$ cat src/pkg/dss_pkg.sv
// Shared constants for the status, shift and multiply slice
package dss_pkg;
  // Widths
  localparam int DATA_W = 16;
  localparam int ACC_W  = 32;
  // Largest scaling shift
  localparam logic [4:0] MAX_SHIFT = 5'h10;
  // Set/clear control selectors
  localparam logic [1:0] CTRL_SAT  = 2'h0;
  localparam logic [1:0] CTRL_SIGN = 2'h1;
  localparam logic [1:0] CTRL_EXT  = 2'h2;
  localparam logic [1:0] CTRL_TST  = 2'h3;
  // Product shift codes
  localparam logic [1:0] PSH_NONE   = 2'h0;
  localparam logic [1:0] PSH_LEFT1  = 2'h1;
  localparam logic [1:0] PSH_LEFT4  = 2'h2;
  localparam logic [1:0] PSH_RIGHT6 = 2'h3;
  // Product shift amounts
  localparam int PSH_L1_AMT = 1;
  localparam int PSH_L4_AMT = 4;
  localparam int PSH_R6_AMT = 6;
  // Field positions in the two status words
  localparam int W0_OVF_BIT  = 12;
  localparam int W0_SAT_BIT  = 11;
  localparam int W1_TST_BIT  = 11;
  localparam int W1_SIGN_BIT = 10;
  localparam int W1_PSH_LSB  = 0;
  // Reset values
  localparam logic       RST_OVF  = 1'b0;
  localparam logic       RST_SAT  = 1'b0;
  localparam logic       RST_SIGN = 1'b1;
  localparam logic       RST_EXT  = 1'b1;
  localparam logic       RST_TST  = 1'b0;
  localparam logic [1:0] RST_PSH  = 2'h0;
  // Saturation limits
  localparam logic [31:0] SAT_POS = 32'h7fffffff;
  localparam logic [31:0] SAT_NEG = 32'h80000000;
  // Arithmetic operations
  typedef enum logic [1:0] {
    DSS_ALU_NONE = 2'b00,
    DSS_ALU_LOAD = 2'b01,
    DSS_ALU_ADD  = 2'b10,
    DSS_ALU_SUB  = 2'b11
  } dss_alu_op_t;
endpackage : dss_pkg

$ cat src/pkg/dss_mul_if.sv
`timescale 1ns/1ps
// Link between the core slice and its multiplier
interface dss_mul_if;
  logic        load_operand; // Load operand register
  logic        start;        // Multiply this cycle
  logic        is_unsigned;  // Unsigned multiply
  logic [15:0] data;         // Data bus word
  logic [15:0] operand;      // Operand register contents
  logic [31:0] product;      // Product register contents
  // Core side
  modport core (
    output load_operand,
    output start,
    output is_unsigned,
    output data,
    input  operand,
    input  product
  );
  // Multiplier side
  modport mul (
    input  load_operand,
    input  start,
    input  is_unsigned,
    input  data,
    output operand,
    output product
  );
endinterface : dss_mul_if

$ cat src/logic/dss_multiplier.sv
`timescale 1ns/1ps
// 16x16 multiplier with operand and product registers
module dss_multiplier (
  input wire logic clk_sys,
  input wire logic rst_b,
  dss_mul_if.mul   mif
);
  logic [31:0] ext_a;        // Extended operand register
  logic [31:0] ext_b;        // Extended data word
  logic [31:0] prod_next;    // Full product
  logic [15:0] operand_reg;  // Operand register
  logic [31:0] product_reg;  // Product register

  // Extend both factors, sign or zero by mode
  always_comb
  begin
    if (mif.is_unsigned)
    begin
      ext_a = {16'h0000, operand_reg};
      ext_b = {16'h0000, mif.data};
    end
    else
    begin
      // Two's-complement factors
      ext_a = {{16{operand_reg[15]}}, operand_reg};
      ext_b = {{16{mif.data[15]}}, mif.data};
    end
    // Low 32 bits of product are exact for both modes
    prod_next = ext_a * ext_b;
  end

  // Operand register load
  always_ff @(posedge clk_sys or negedge rst_b)
  begin
    if (!rst_b)
      operand_reg <= 16'h0000;
    else if (mif.load_operand)
      operand_reg <= mif.data;
  end

  // Product register, touched only by a multiply
  always_ff @(posedge clk_sys or negedge rst_b)
  begin
    if (!rst_b)
      product_reg <= 32'h00000000;
    else if (mif.start)
      product_reg <= prod_next;
  end

  assign mif.operand = operand_reg;
  assign mif.product = product_reg;

  // Signed product lands one cycle later
  property p_signed_mul;
    @(posedge clk_sys) disable iff (!rst_b)
    (mif.start && !mif.is_unsigned) |=> $signed(product_reg) ==
      $signed($past(operand_reg)) * $signed($past(mif.data));
  endproperty
  a_signed_mul: assert property (p_signed_mul) else $error("Signed product wrong");

  // Product holds without a multiply
  property p_prod_hold;
    @(posedge clk_sys) disable iff (!rst_b)
    !mif.start |=> $stable(product_reg);
  endproperty
  a_prod_hold: assert property (p_prod_hold) else $error("Product changed");
endmodule : dss_multiplier

$ cat src/logic/dss_core.sv
`timescale 1ns/1ps
module dss_core #(
  parameter int DATA_W = dss_pkg::DATA_W,
  parameter int ACC_W  = dss_pkg::ACC_W
) (
  input  wire logic              clk_sys,
  input  wire logic              rst_b,
  input  wire logic [DATA_W-1:0] data_in,
  input  wire logic              set_control_instr,
  input  wire logic              clear_control_instr,
  input  wire logic [1:0]        ctrl_sel,
  input  wire logic              status_load_instr,
  input  wire logic              status_load_word,
  input  wire logic              set_product_mode_instr,
  input  wire logic [1:0]        product_mode_in,
  input  wire logic              conditional_branch_instr,
  input  wire logic              bit_test_instr,
  input  wire logic              bit_test_by_operand_instr,
  input  wire logic [3:0]        bit_pos_imm,
  input  wire logic              aux_compare_instr,
  input  wire logic              aux_compare_met,
  input  wire logic              normalize_instr,
  input  wire logic              branch_on_test_set,
  input  wire dss_pkg::dss_alu_op_t alu_op,
  input  wire logic              alu_from_product,
  input  wire logic              add_no_extend_instr,
  input  wire logic              shift_from_operand,
  input  wire logic [4:0]        shift_imm,
  input  wire logic              load_operand,
  input  wire logic              multiply,
  input  wire logic              unsigned_multiply,
  output logic                   overflow_flag,
  output logic                   saturate_mode_bit,
  output logic [1:0]             product_shift_field,
  output logic                   sign_extend_mode,
  output logic                   test_control_flag,
  output logic                   ext_flag_pin,
  output logic                   test_branch_take,
  output logic [ACC_W-1:0]       accumulator,
  output logic [ACC_W-1:0]       product_reg,
  output logic [DATA_W-1:0]      multiplier_operand_reg,
  output logic [ACC_W-1:0]       product_scaled,
  output logic [ACC_W-1:0]       scaled_operand
);
  dss_mul_if mif ();                     // Multiplier link
  logic [ACC_W-1:0]  acc_reg;            // Accumulator
  logic [ACC_W-1:0]  acc_next;           // Accumulator next value
  logic              ovf_reg;            // Overflow flag
  logic              sat_reg;            // Saturate mode
  logic [1:0]        psh_reg;            // Product shift field
  logic              sign_reg;           // Sign-extension mode
  logic              tst_reg;            // Test/control flag
  logic              ext_reg;            // External flag
  logic [4:0]        shift_amt;          // Scaling shift count
  logic [ACC_W-1:0]  ext_word;           // Extended data word
  logic [ACC_W-1:0]  scaled;             // Scaler output
  logic [ACC_W-1:0]  pscaled;            // Product path output
  logic [ACC_W-1:0]  alu_b;              // Second arithmetic operand
  logic [ACC_W-1:0]  alu_res;            // Raw arithmetic result
  logic              alu_ovf;            // Overflow this cycle
  logic              sign_use;           // Effective sign extension
  logic [3:0]        bit_pos;            // Tested bit position
  logic              tested_bit;         // Value of tested bit
  logic              is_w0_load;         // Status word zero load
  logic              is_w1_load;         // Status word one load

  // Multiplier hookup
  assign mif.load_operand = load_operand;
  assign mif.start        = multiply;
  assign mif.is_unsigned  = unsigned_multiply;
  assign mif.data         = data_in;

  dss_multiplier u_mul (
    .clk_sys (clk_sys),
    .rst_b   (rst_b),
    .mif     (mif)
  );

  assign is_w0_load = status_load_instr && !status_load_word;
  assign is_w1_load = status_load_instr && status_load_word;

  // Input scaling shifter, purely combinational
  always_comb
  begin
    // Count from instruction or operand register
    if (shift_from_operand)
      shift_amt = {1'b0, mif.operand[3:0]};
    else if (shift_imm > dss_pkg::MAX_SHIFT)
      shift_amt = dss_pkg::MAX_SHIFT;     // Clamp illegal counts
    else
      shift_amt = shift_imm;
    // No-extend add forces zero extension
    sign_use = sign_reg && !add_no_extend_instr;
    if (sign_use)
      ext_word = {{(ACC_W-DATA_W){data_in[DATA_W-1]}}, data_in};
    else
      ext_word = {{(ACC_W-DATA_W){1'b0}}, data_in};
    // Left shift fills low bits with zero
    scaled = ext_word << shift_amt;
  end

  // Product shift on the way out only
  always_comb
  begin
    case (psh_reg)
      dss_pkg::PSH_NONE:
        pscaled = mif.product;
      dss_pkg::PSH_LEFT1:
        pscaled = mif.product << dss_pkg::PSH_L1_AMT;
      dss_pkg::PSH_LEFT4:
        pscaled = mif.product << dss_pkg::PSH_L4_AMT;
      dss_pkg::PSH_RIGHT6:
        pscaled = $unsigned($signed(mif.product) >>> dss_pkg::PSH_R6_AMT);
      default:
        pscaled = mif.product;
    endcase
  end

  // Arithmetic and overflow detection
  always_comb
  begin
    alu_b = alu_from_product ? pscaled : scaled;
    alu_res = acc_reg;
    alu_ovf = 1'b0;
    case (alu_op)
      dss_pkg::DSS_ALU_LOAD:
        alu_res = alu_b;
      dss_pkg::DSS_ALU_ADD:
      begin
        alu_res = acc_reg + alu_b;
        alu_ovf = (acc_reg[ACC_W-1] == alu_b[ACC_W-1]) &&
                  (alu_res[ACC_W-1] != acc_reg[ACC_W-1]);
      end
      dss_pkg::DSS_ALU_SUB:
      begin
        alu_res = acc_reg - alu_b;
        alu_ovf = (acc_reg[ACC_W-1] != alu_b[ACC_W-1]) &&
                  (alu_res[ACC_W-1] != acc_reg[ACC_W-1]);
      end
      default:
        alu_res = acc_reg;
    endcase
    // Wrap or clamp; wrapped sign is opposite of true sign
    if (alu_ovf && sat_reg)
      acc_next = alu_res[ACC_W-1] ? dss_pkg::SAT_POS : dss_pkg::SAT_NEG;
    else
      acc_next = alu_res;
  end

  // Accumulator register
  always_ff @(posedge clk_sys or negedge rst_b)
  begin
    if (!rst_b)
      acc_reg <= '0;
    else if (alu_op != dss_pkg::DSS_ALU_NONE)
      acc_reg <= acc_next;
  end

  // Sticky overflow flag; a new overflow beats any clear
  always_ff @(posedge clk_sys or negedge rst_b)
  begin
    if (!rst_b)
      ovf_reg <= dss_pkg::RST_OVF;
    else if (alu_ovf)
      ovf_reg <= 1'b1;
    else if (is_w0_load)
      ovf_reg <= data_in[dss_pkg::W0_OVF_BIT];
    else if (conditional_branch_instr)
      ovf_reg <= 1'b0;
  end

  // Saturate mode bit
  always_ff @(posedge clk_sys or negedge rst_b)
  begin
    if (!rst_b)
      sat_reg <= dss_pkg::RST_SAT;
    else if (set_control_instr && ctrl_sel == dss_pkg::CTRL_SAT)
      sat_reg <= 1'b1;
    else if (clear_control_instr && ctrl_sel == dss_pkg::CTRL_SAT)
      sat_reg <= 1'b0;
    else if (is_w0_load)
      sat_reg <= data_in[dss_pkg::W0_SAT_BIT];
  end

  // Sign-extension mode bit
  always_ff @(posedge clk_sys or negedge rst_b)
  begin
    if (!rst_b)
      sign_reg <= dss_pkg::RST_SIGN;
    else if (set_control_instr && ctrl_sel == dss_pkg::CTRL_SIGN)
      sign_reg <= 1'b1;
    else if (clear_control_instr && ctrl_sel == dss_pkg::CTRL_SIGN)
      sign_reg <= 1'b0;
    else if (is_w1_load)
      sign_reg <= data_in[dss_pkg::W1_SIGN_BIT];
  end

  // Product shift field
  always_ff @(posedge clk_sys or negedge rst_b)
  begin
    if (!rst_b)
      psh_reg <= dss_pkg::RST_PSH;
    else if (set_product_mode_instr)
      psh_reg <= product_mode_in;
    else if (is_w1_load)
      psh_reg <= data_in[dss_pkg::W1_PSH_LSB +: 2];
  end

  // External flag bit, straight to the pin
  always_ff @(posedge clk_sys or negedge rst_b)
  begin
    if (!rst_b)
      ext_reg <= dss_pkg::RST_EXT;
    else if (set_control_instr && ctrl_sel == dss_pkg::CTRL_EXT)
      ext_reg <= 1'b1;
    else if (clear_control_instr && ctrl_sel == dss_pkg::CTRL_EXT)
      ext_reg <= 1'b0;
  end

  // Tested bit from immediate or operand register
  assign bit_pos    = bit_test_by_operand_instr ? mif.operand[3:0] : bit_pos_imm;
  assign tested_bit = data_in[bit_pos];

  // Test/control flag
  always_ff @(posedge clk_sys or negedge rst_b)
  begin
    if (!rst_b)
      tst_reg <= dss_pkg::RST_TST;
    else if (set_control_instr && ctrl_sel == dss_pkg::CTRL_TST)
      tst_reg <= 1'b1;
    else if (clear_control_instr && ctrl_sel == dss_pkg::CTRL_TST)
      tst_reg <= 1'b0;
    else if (bit_test_instr || bit_test_by_operand_instr)
      tst_reg <= tested_bit;
    else if (aux_compare_instr)
      tst_reg <= aux_compare_met;
    else if (normalize_instr)
      tst_reg <= acc_reg[ACC_W-1] ^ acc_reg[ACC_W-2];
    else if (is_w1_load)
      tst_reg <= data_in[dss_pkg::W1_TST_BIT];
  end

  // Outputs
  assign overflow_flag          = ovf_reg;
  assign saturate_mode_bit      = sat_reg;
  assign product_shift_field    = psh_reg;
  assign sign_extend_mode       = sign_reg;
  assign test_control_flag      = tst_reg;
  assign ext_flag_pin           = ext_reg;
  assign test_branch_take       = (tst_reg == branch_on_test_set);
  assign accumulator            = acc_reg;
  assign product_reg            = mif.product;
  assign multiplier_operand_reg = mif.operand;
  assign product_scaled         = pscaled;
  assign scaled_operand         = scaled;

  // Overflow sets the flag next cycle, saturating or not
  property p_ovf_set;
    @(posedge clk_sys) disable iff (!rst_b)
    alu_ovf |=> ovf_reg;
  endproperty
  a_ovf_set: assert property (p_ovf_set) else $error("Overflow flag not set");

  // Flag stays up without a clearing instruction
  property p_ovf_hold;
    @(posedge clk_sys) disable iff (!rst_b)
    ovf_reg && !conditional_branch_instr && !is_w0_load |=> ovf_reg;
  endproperty
  a_ovf_hold: assert property (p_ovf_hold) else $error("Overflow flag dropped");

  // Positive saturation clamps accumulator
  property p_sat_pos;
    @(posedge clk_sys) disable iff (!rst_b)
    alu_ovf && sat_reg && alu_res[ACC_W-1] |=> acc_reg == 32'h7fffffff;
  endproperty
  a_sat_pos: assert property (p_sat_pos) else $error("No positive clamp");

  // Wrap mode keeps raw result
  property p_wrap;
    @(posedge clk_sys) disable iff (!rst_b)
    alu_ovf && !sat_reg |=> acc_reg == $past(alu_res);
  endproperty
  a_wrap: assert property (p_wrap) else $error("Wrap result altered");

  // Right-six mode fills top with sign
  property p_psh_r6;
    @(posedge clk_sys) disable iff (!rst_b)
    psh_reg == 2'h3 |-> pscaled[31:26] == {6{mif.product[31]}} && pscaled[25:0] == mif.product[31:6];
  endproperty
  a_psh_r6: assert property (p_psh_r6) else $error("Right shift wrong");

  // Low bits below shift count are zero
  property p_scale_low;
    @(posedge clk_sys) disable iff (!rst_b)
    shift_amt == 5'h4 |-> scaled[3:0] == 4'h0 && scaled[19:4] == data_in;
  endproperty
  a_scale_low: assert property (p_scale_low) else $error("Scaler low fill wrong");

  // No-extend add zero fills upper bits
  property p_no_ext;
    @(posedge clk_sys) disable iff (!rst_b)
    add_no_extend_instr && shift_amt == 5'h0 |-> scaled[31:16] == 16'h0000;
  endproperty
  a_no_ext: assert property (p_no_ext) else $error("Extension not suppressed");

  // Clearing the pin flag drops the pin
  property p_ext_clr;
    @(posedge clk_sys) disable iff (!rst_b)
    clear_control_instr && !set_control_instr && ctrl_sel == 2'h2 |=> !ext_flag_pin;
  endproperty
  a_ext_clr: assert property (p_ext_clr) else $error("Pin flag not cleared");

  // Set-mode instruction loads product field
  property p_psh_load;
    @(posedge clk_sys) disable iff (!rst_b)
    set_product_mode_instr |=> psh_reg == $past(product_mode_in);
  endproperty
  a_psh_load: assert property (p_psh_load) else $error("Product field not loaded");
endmodule : dss_core

$ cat config.mk
export PLATFORM = sky130hd
export DESIGN_NAME = dss_core
export DESIGN_NICKNAME = d
export VERILOG_FILES = /design/src/pkg/dss_pkg.sv /design/src/pkg/dss_mul_if.sv /design/src/logic/dss_multiplier.sv /design/src/logic/dss_core.sv
export SDC_FILE = /design/constraint.sdc
export NUM_CORES = 1
export LEC_CHECK = 0
export BUFFER_PORTS_ARGS = -buffer_cell sky130_fd_sc_hd__buf_4
export CELL_PAD_IN_SITES_DETAIL_PLACEMENT = 1
export CELL_PAD_IN_SITES_GLOBAL_PLACEMENT = 1
export CORE_MARGIN = 5
export CORE_UTILIZATION = 50
export CTS_CLUSTER_SIZE = 24
export DETAILED_ROUTE_END_ITERATION = 16
export GPL_TIMING_DRIVEN = 0
export PLACE_DENSITY_LB_ADDON = 0.1
export SYNTH_ARGS = -nofsm -noshare
export SYNTH_HDL_FRONTEND = slang
export SYNTH_SLANG_ARGS = --single-unit
$ cat constraint.sdc
create_clock -name clk_sys -period 15.35 [get_ports clk_sys]
set_input_delay 1.535 -clock clk_sys [delete_from_list [all_inputs] [get_ports clk_sys]]
set_output_delay 1.535 -clock clk_sys [all_outputs]
set_load 0.02 [all_outputs]
After elaboration in Yosys (flattened, before gate mapping)
Index checks and enable logic that the tools add are counted.
- output and inout bits: 152
- bits in registers: 87
- logic and storage cells: 92
- shift operators: 1
- eq/ne operators: 14
- order comparisons: 2
- bitwise logic cells: 1
- multiply operators: 1
- multiplexer cells: 33
- reductions and logical operators: 28
- $add $sub $neg: 2
- operators with widths (operator ; number):
    2-to-1 mux 32 bit ; 6
    case mux 32 bit (4 select lines) ; 1
    case mux 32 bit (3 select lines) ; 1
    adder 32 bit ; 1
    multiplier 32 x 32 -> 32 bit ; 1
    << shifter 32 x 5 -> 32 bit ; 1
    subtractor 32 bit ; 1
    2-to-1 mux 1 bit ; 18
    logical AND 1 bit ; 14
    == test 2 bit, second input constant ; 6
    2-to-1 mux 5 bit ; 2
    nonzero test 3 bit ; 3
    == test 2 x 1 -> 1 bit, second input constant ; 3
    nonzero test 2 bit ; 3
    nonzero test 6 bit ; 1
    greater-than comparator 5 bit, second input constant ; 1
    less-than comparator 4 x 5 -> 1 bit, second input constant ; 1
    binary-select mux 1 bit (select 4 bit) ; 1
    logical NOT 2 bit ; 2
    2-to-1 mux 2 bit ; 2
    2-to-1 mux 4 bit ; 1
    nonzero test 4 bit ; 1
    != test 1 bit ; 3
    == test 1 bit ; 2
    other kinds (5) ; 6

Longest topological paths before layout
- depth after elaboration: 12
- depth in mapped cells: 30
- depth with buffers taken out: 28

Modules after synthesis
From an unflattened synthesis, not the netlist that was laid out.
- cell total of the unflattened synthesis: 2485
- area total of the unflattened synthesis: 22457.8 um^2
- by module, submodules not included (module ; area an instance (um^2) ; sequential area each (um^2) ; cells an instance ; instances):
    dss_multiplier ; 14689.1 ; 1201.2 ; 1470 ; 1
    dss_core ; 7768.7 ; 978.4 ; 1015 ; 1

Least setup slack after synthesis
No wires, ideal clock.
- path type: input to register
- start: input port data_in[2]
- end: register u_mul.product_reg[29] (netlist: u_mul.mif.product[29])
- arrival: 8161 ps
- path buffers: 2
- slack: 7064 ps
- library setup time: 125 ps
- stages: 27
- required time: 15225 ps
- cell sequence: clkbuf_1 > clkbuf_1 > nand2_1 > inv_1 > fa_1 > fa_1 > fa_1 > inv_1 > fa_1 > inv_1 > fa_1 > fa_1 > inv_1 > fa_1 > fa_1 > inv_1 > ha_1 > a21o_1 > a21o_1 > a21o_1 > nand3_1 > nand2_1 > o41a_1 > a21o_1 > a21oi_1 > xnor2_1 > mux2_2
- word-level cells in the longest chain between the ends: 2
- RTL lines (what ; line ; RTL):
    start, declared ; dss_core.sv:8 ; input wire logic [DATA_W-1:0] data_in,
    2-to-1 mux 32 bit ; dss_multiplier.sv:17 ; if (mif.is_unsigned)
    multiplier 32 x 32 -> 32 bit ; dss_multiplier.sv:29 ; prod_next = ext_a * ext_b;
    end signal, assigned ; dss_multiplier.sv:47 ; product_reg <= prod_next;
    end, declared ; dss_multiplier.sv:12 ; logic [31:0] product_reg;
No other way between the ends.
A chain may end at the register's enable or synchronous reset.

Worst setup path in the final report
Same ends and word-level chain as after synthesis.

==> results.md <==
- DR vias: 20.5k
- Total Wirelength: 94500 µm
- # Max-Cap Violations: 0
- Pin count of the biggest net entering global routing: 88
- Worst slew pin tran: 1.29 ns
- Worst Clk Skew: 0.0278 ns
- Mapped Cells: 2495
- Worst R2R Path Depth: 21
- Rows: 77
- Critical Path AT: 10.44 ns
- Cts repair resizes: 0
- Port bufs: 197
- HP Class: flop to flop
- Postcts setup bufs: 0
- Flops & latches, synth: 87
- Status: complete, no violations
- Reg-to-Reg End: u_mul.mif.product[29]
- Final hold vios: 0
- Core area: 0.0444 mm²
- Hold Buf Count CTS: 0
- Reg2Reg Setup Slack: 5.93 ns
- Share of cells above drive strength 1: 0.133
- Final min period: 10.16 ns
- Fin util: 0.565
- CP Class: input pin to flop
- Root Buffer: clkbuf_16
- Worst Setup SP: data_in[2]
- Vias in the first global route: 22.8k
- Die area: 0.0494 mm²
- Place WS: 4.88 ns
- Height of the die: 222 µm
- Worst setup SP type: input pin
- RSZ-0062 raised after global routing: no
- Final setup vio count: 0
- Number of flops mapped to enable cells by yosys: 0
- Placed Cells: 3284
- Syn_nets: 3075
- CTS tree: done
- Crit end category: flop
- Post-DP HPWL: 78100 µm
- Worst r2r src: u_mul.mif.operand[15]
- Vias/cell: 6.21
- Clock Tree Buf Depth: 2
- DIE WIDTH: 222 µm
- Layout Nets: 3284
- Sequential-to-total area share from yosys stat: 0.0967
- CTS H-tree lvls: 3
- Post-route DRC: 0
- Fin cells: 3302
- Setup WS post-layout: 5.19 ns
- Fmax: 98.4 MHz
- DR pass1 iterations: 5
- Unique masters post-synth: 94
- Clock sinks: 87
- Synth async-reset ratio: 1.00
- Wire per inst: 28.6 µm
- Slew HR: 0.135
- Clock-pin slew on the worst setup and hold paths: 0.08 ns
- Iter 0 DRT Violations: 1627
- Post-synthesis cell area: 0.0225 mm²
- Area Growth Syn to Fin: 11.3%
- First-pass GRT wire length: 142000 µm
- CTS Buf Count: 9
- Crit share post-route: 0.662
- TNS Setup: 0 ns
- Worst skew pair latency: 0.41 ns
- Post-route ant nets: 0
- CP endpoint: u_mul.mif.product[29]
- Pins Over Slew Limit: 0
- Initial Utilization: 0.508
- Top FF cell, synth: dfrtp_1
- Initial antenna violation count: 4
- YS warnings: 0
- Final GP Congestion: 1.01
- GRT Util Overall: 0.377
- Global route overflow: 0
- Number of I/O pins: 203
- CP Max Fanout: 10
- Syn avg cell area: 9.03 µm²
- Req. time, crit path: 15.63 ns
## placed cells by master (no fill, tap or decap), types with 24 or more instances in the layout
| master | count |
|---|---|
| a21o_1 | 36 |
| a21oi_1 | 95 |
| a221oi_1 | 28 |
| and2_1 | 190 |
| and3_1 | 25 |
| buf_4 | 198 |
| clkbuf_1 | 115 |
| dfrtp_1 | 85 |
| fa_1 | 343 |
| ha_1 | 186 |
| inv_1 | 392 |
| mux2_2 | 53 |
| mux2i_1 | 41 |
| mux4_2 | 34 |
| nand2_1 | 221 |
| nand3_1 | 36 |
| nor2_1 | 93 |
| nor3_1 | 26 |
| o21ai_0 | 73 |
| o21ai_1 | 24 |
| xnor2_1 | 74 |
## synthesized netlist by cell type, types with 6 or more instances
| master | instances | share of area |
|---|---|---|
| o311ai_0 | 6 | 0.0023 |
| a21o_1 | 36 | 0.012 |
| fa_1 | 343 | 0.30 |
| o31ai_1 | 20 | 0.0067 |
| xnor2_1 | 74 | 0.029 |
| nor2_1 | 93 | 0.015 |
| or2_2 | 8 | 0.0022 |
| or3_1 | 11 | 0.0031 |
| o21ai_0 | 73 | 0.016 |
| mux4_2 | 34 | 0.034 |
| dfrtp_1 | 85 | 0.094 |
| and3_1 | 25 | 0.0069 |
| o31a_1 | 8 | 0.0031 |
| o211ai_1 | 12 | 0.0040 |
| nand2_1 | 221 | 0.037 |
| nand2b_1 | 16 | 0.0044 |
| buf_1 | 7 | 0.0012 |
| nor4_1 | 9 | 0.0025 |
| a211o_1 | 7 | 0.0027 |
| nor3_1 | 26 | 0.0058 |
| xor2_1 | 15 | 0.0058 |
| a31oi_1 | 22 | 0.0061 |
| a211oi_1 | 12 | 0.0040 |
| inv_1 | 392 | 0.065 |
| buf_2 | 12 | 0.0027 |
| a21oi_1 | 95 | 0.021 |
| mux2i_1 | 41 | 0.018 |
| a221oi_1 | 28 | 0.011 |
| nor2b_1 | 17 | 0.0047 |
| nand3_1 | 36 | 0.0080 |
| ha_1 | 186 | 0.10 |
| o21a_1 | 16 | 0.0053 |
| o21ai_1 | 24 | 0.0053 |
| o22ai_1 | 6 | 0.0017 |
| mux2_2 | 53 | 0.026 |
| clkbuf_1 | 115 | 0.019 |
| o21bai_1 | 13 | 0.0043 |
| and2_1 | 190 | 0.053 |
## critical path, stage by stage
cell	delay, ns
buf_4	0.12
clkbuf_1	0.58
clkbuf_1	0.56
nand2_1	0.21
fa_1	0.66
fa_1	0.50
fa_1	0.87
inv_1	0.33
fa_1	0.66
fa_1	0.48
fa_1	0.57
fa_1	0.44
fa_1	0.52
ha_1	0.39
and3_1	0.29
nand2_1	0.11
a211oi_1	0.65
o41a_1	0.32
a21o_1	0.15
a21oi_1	0.07
xnor2_1	0.13
mux2_2	0.26
## how the worst min path moves through the flow
| stage | slack, ns | to | from | depth (start not counted) |
|---|---|---|---|---|
| floorplan | 0.53 | ext_flag_pin | ext_flag_pin | 2 |
| global placement | 0.50 | ext_flag_pin | ext_flag_pin | 2 |
| detailed placement | 0.50 | ext_flag_pin | ext_flag_pin | 2 |
| CTS | 0.51 | ext_flag_pin | ext_flag_pin | 2 |
| global route | 0.57 | ext_flag_pin | ext_flag_pin | 2 |
| finish | 0.51 | ext_flag_pin | ext_flag_pin | 2 |
## layout make-up
type,count,area (µm²)
Clock buffer,11,253
Sequential cell,87,2180
Timing Repair Buffer,198,1510
Clock inverter,5,38.8
Buffer,138,556
Tap cell,592,741
Fill cell,5196,19300
Multi-Input combinational cell,1877,18300
Inverter,393,1480
Antenna cell,1,2.50
## cell families after synthesis
| family | Yosys count | share of synthesized area |
|---|---|---|
| simple gates | 682 | 0.154 |
| buf+inv | 531 | 0.0901 |
| xor+xnor | 89 | 0.0346 |
| fa+ha+maj | 529 | 0.408 |
| mux | 132 | 0.0815 |
| compound gates | 445 | 0.135 |
| flops | 87 | 0.0967 |
## per-layer routing
metal / up-vias / global-route usage / wire [µm]
met3: 308 / 0.0538 / 6490
li1: 8642 / - / -
met1: 10600 / 0.458 / 35800
met4: 4 / 0.218 / 6130
met5: - / 0 / 24
met2: 999 / 0.643 / 46000
## through the flow
| step | cell area (µm²) | hold slack (ns) |
|---|---|---|
| floorplan | 22500 | 0.526 |
| finish | 25100 | 0.515 |
| detailed placement | 24800 | 0.501 |
| global route | 25100 | 0.566 |
| global placement | 24800 | 0.500 |
| CTS | 25100 | 0.513 |
Power is not shown: default switching activity piles up to over one toggle a cycle in this logic, so the estimate is an artifact.
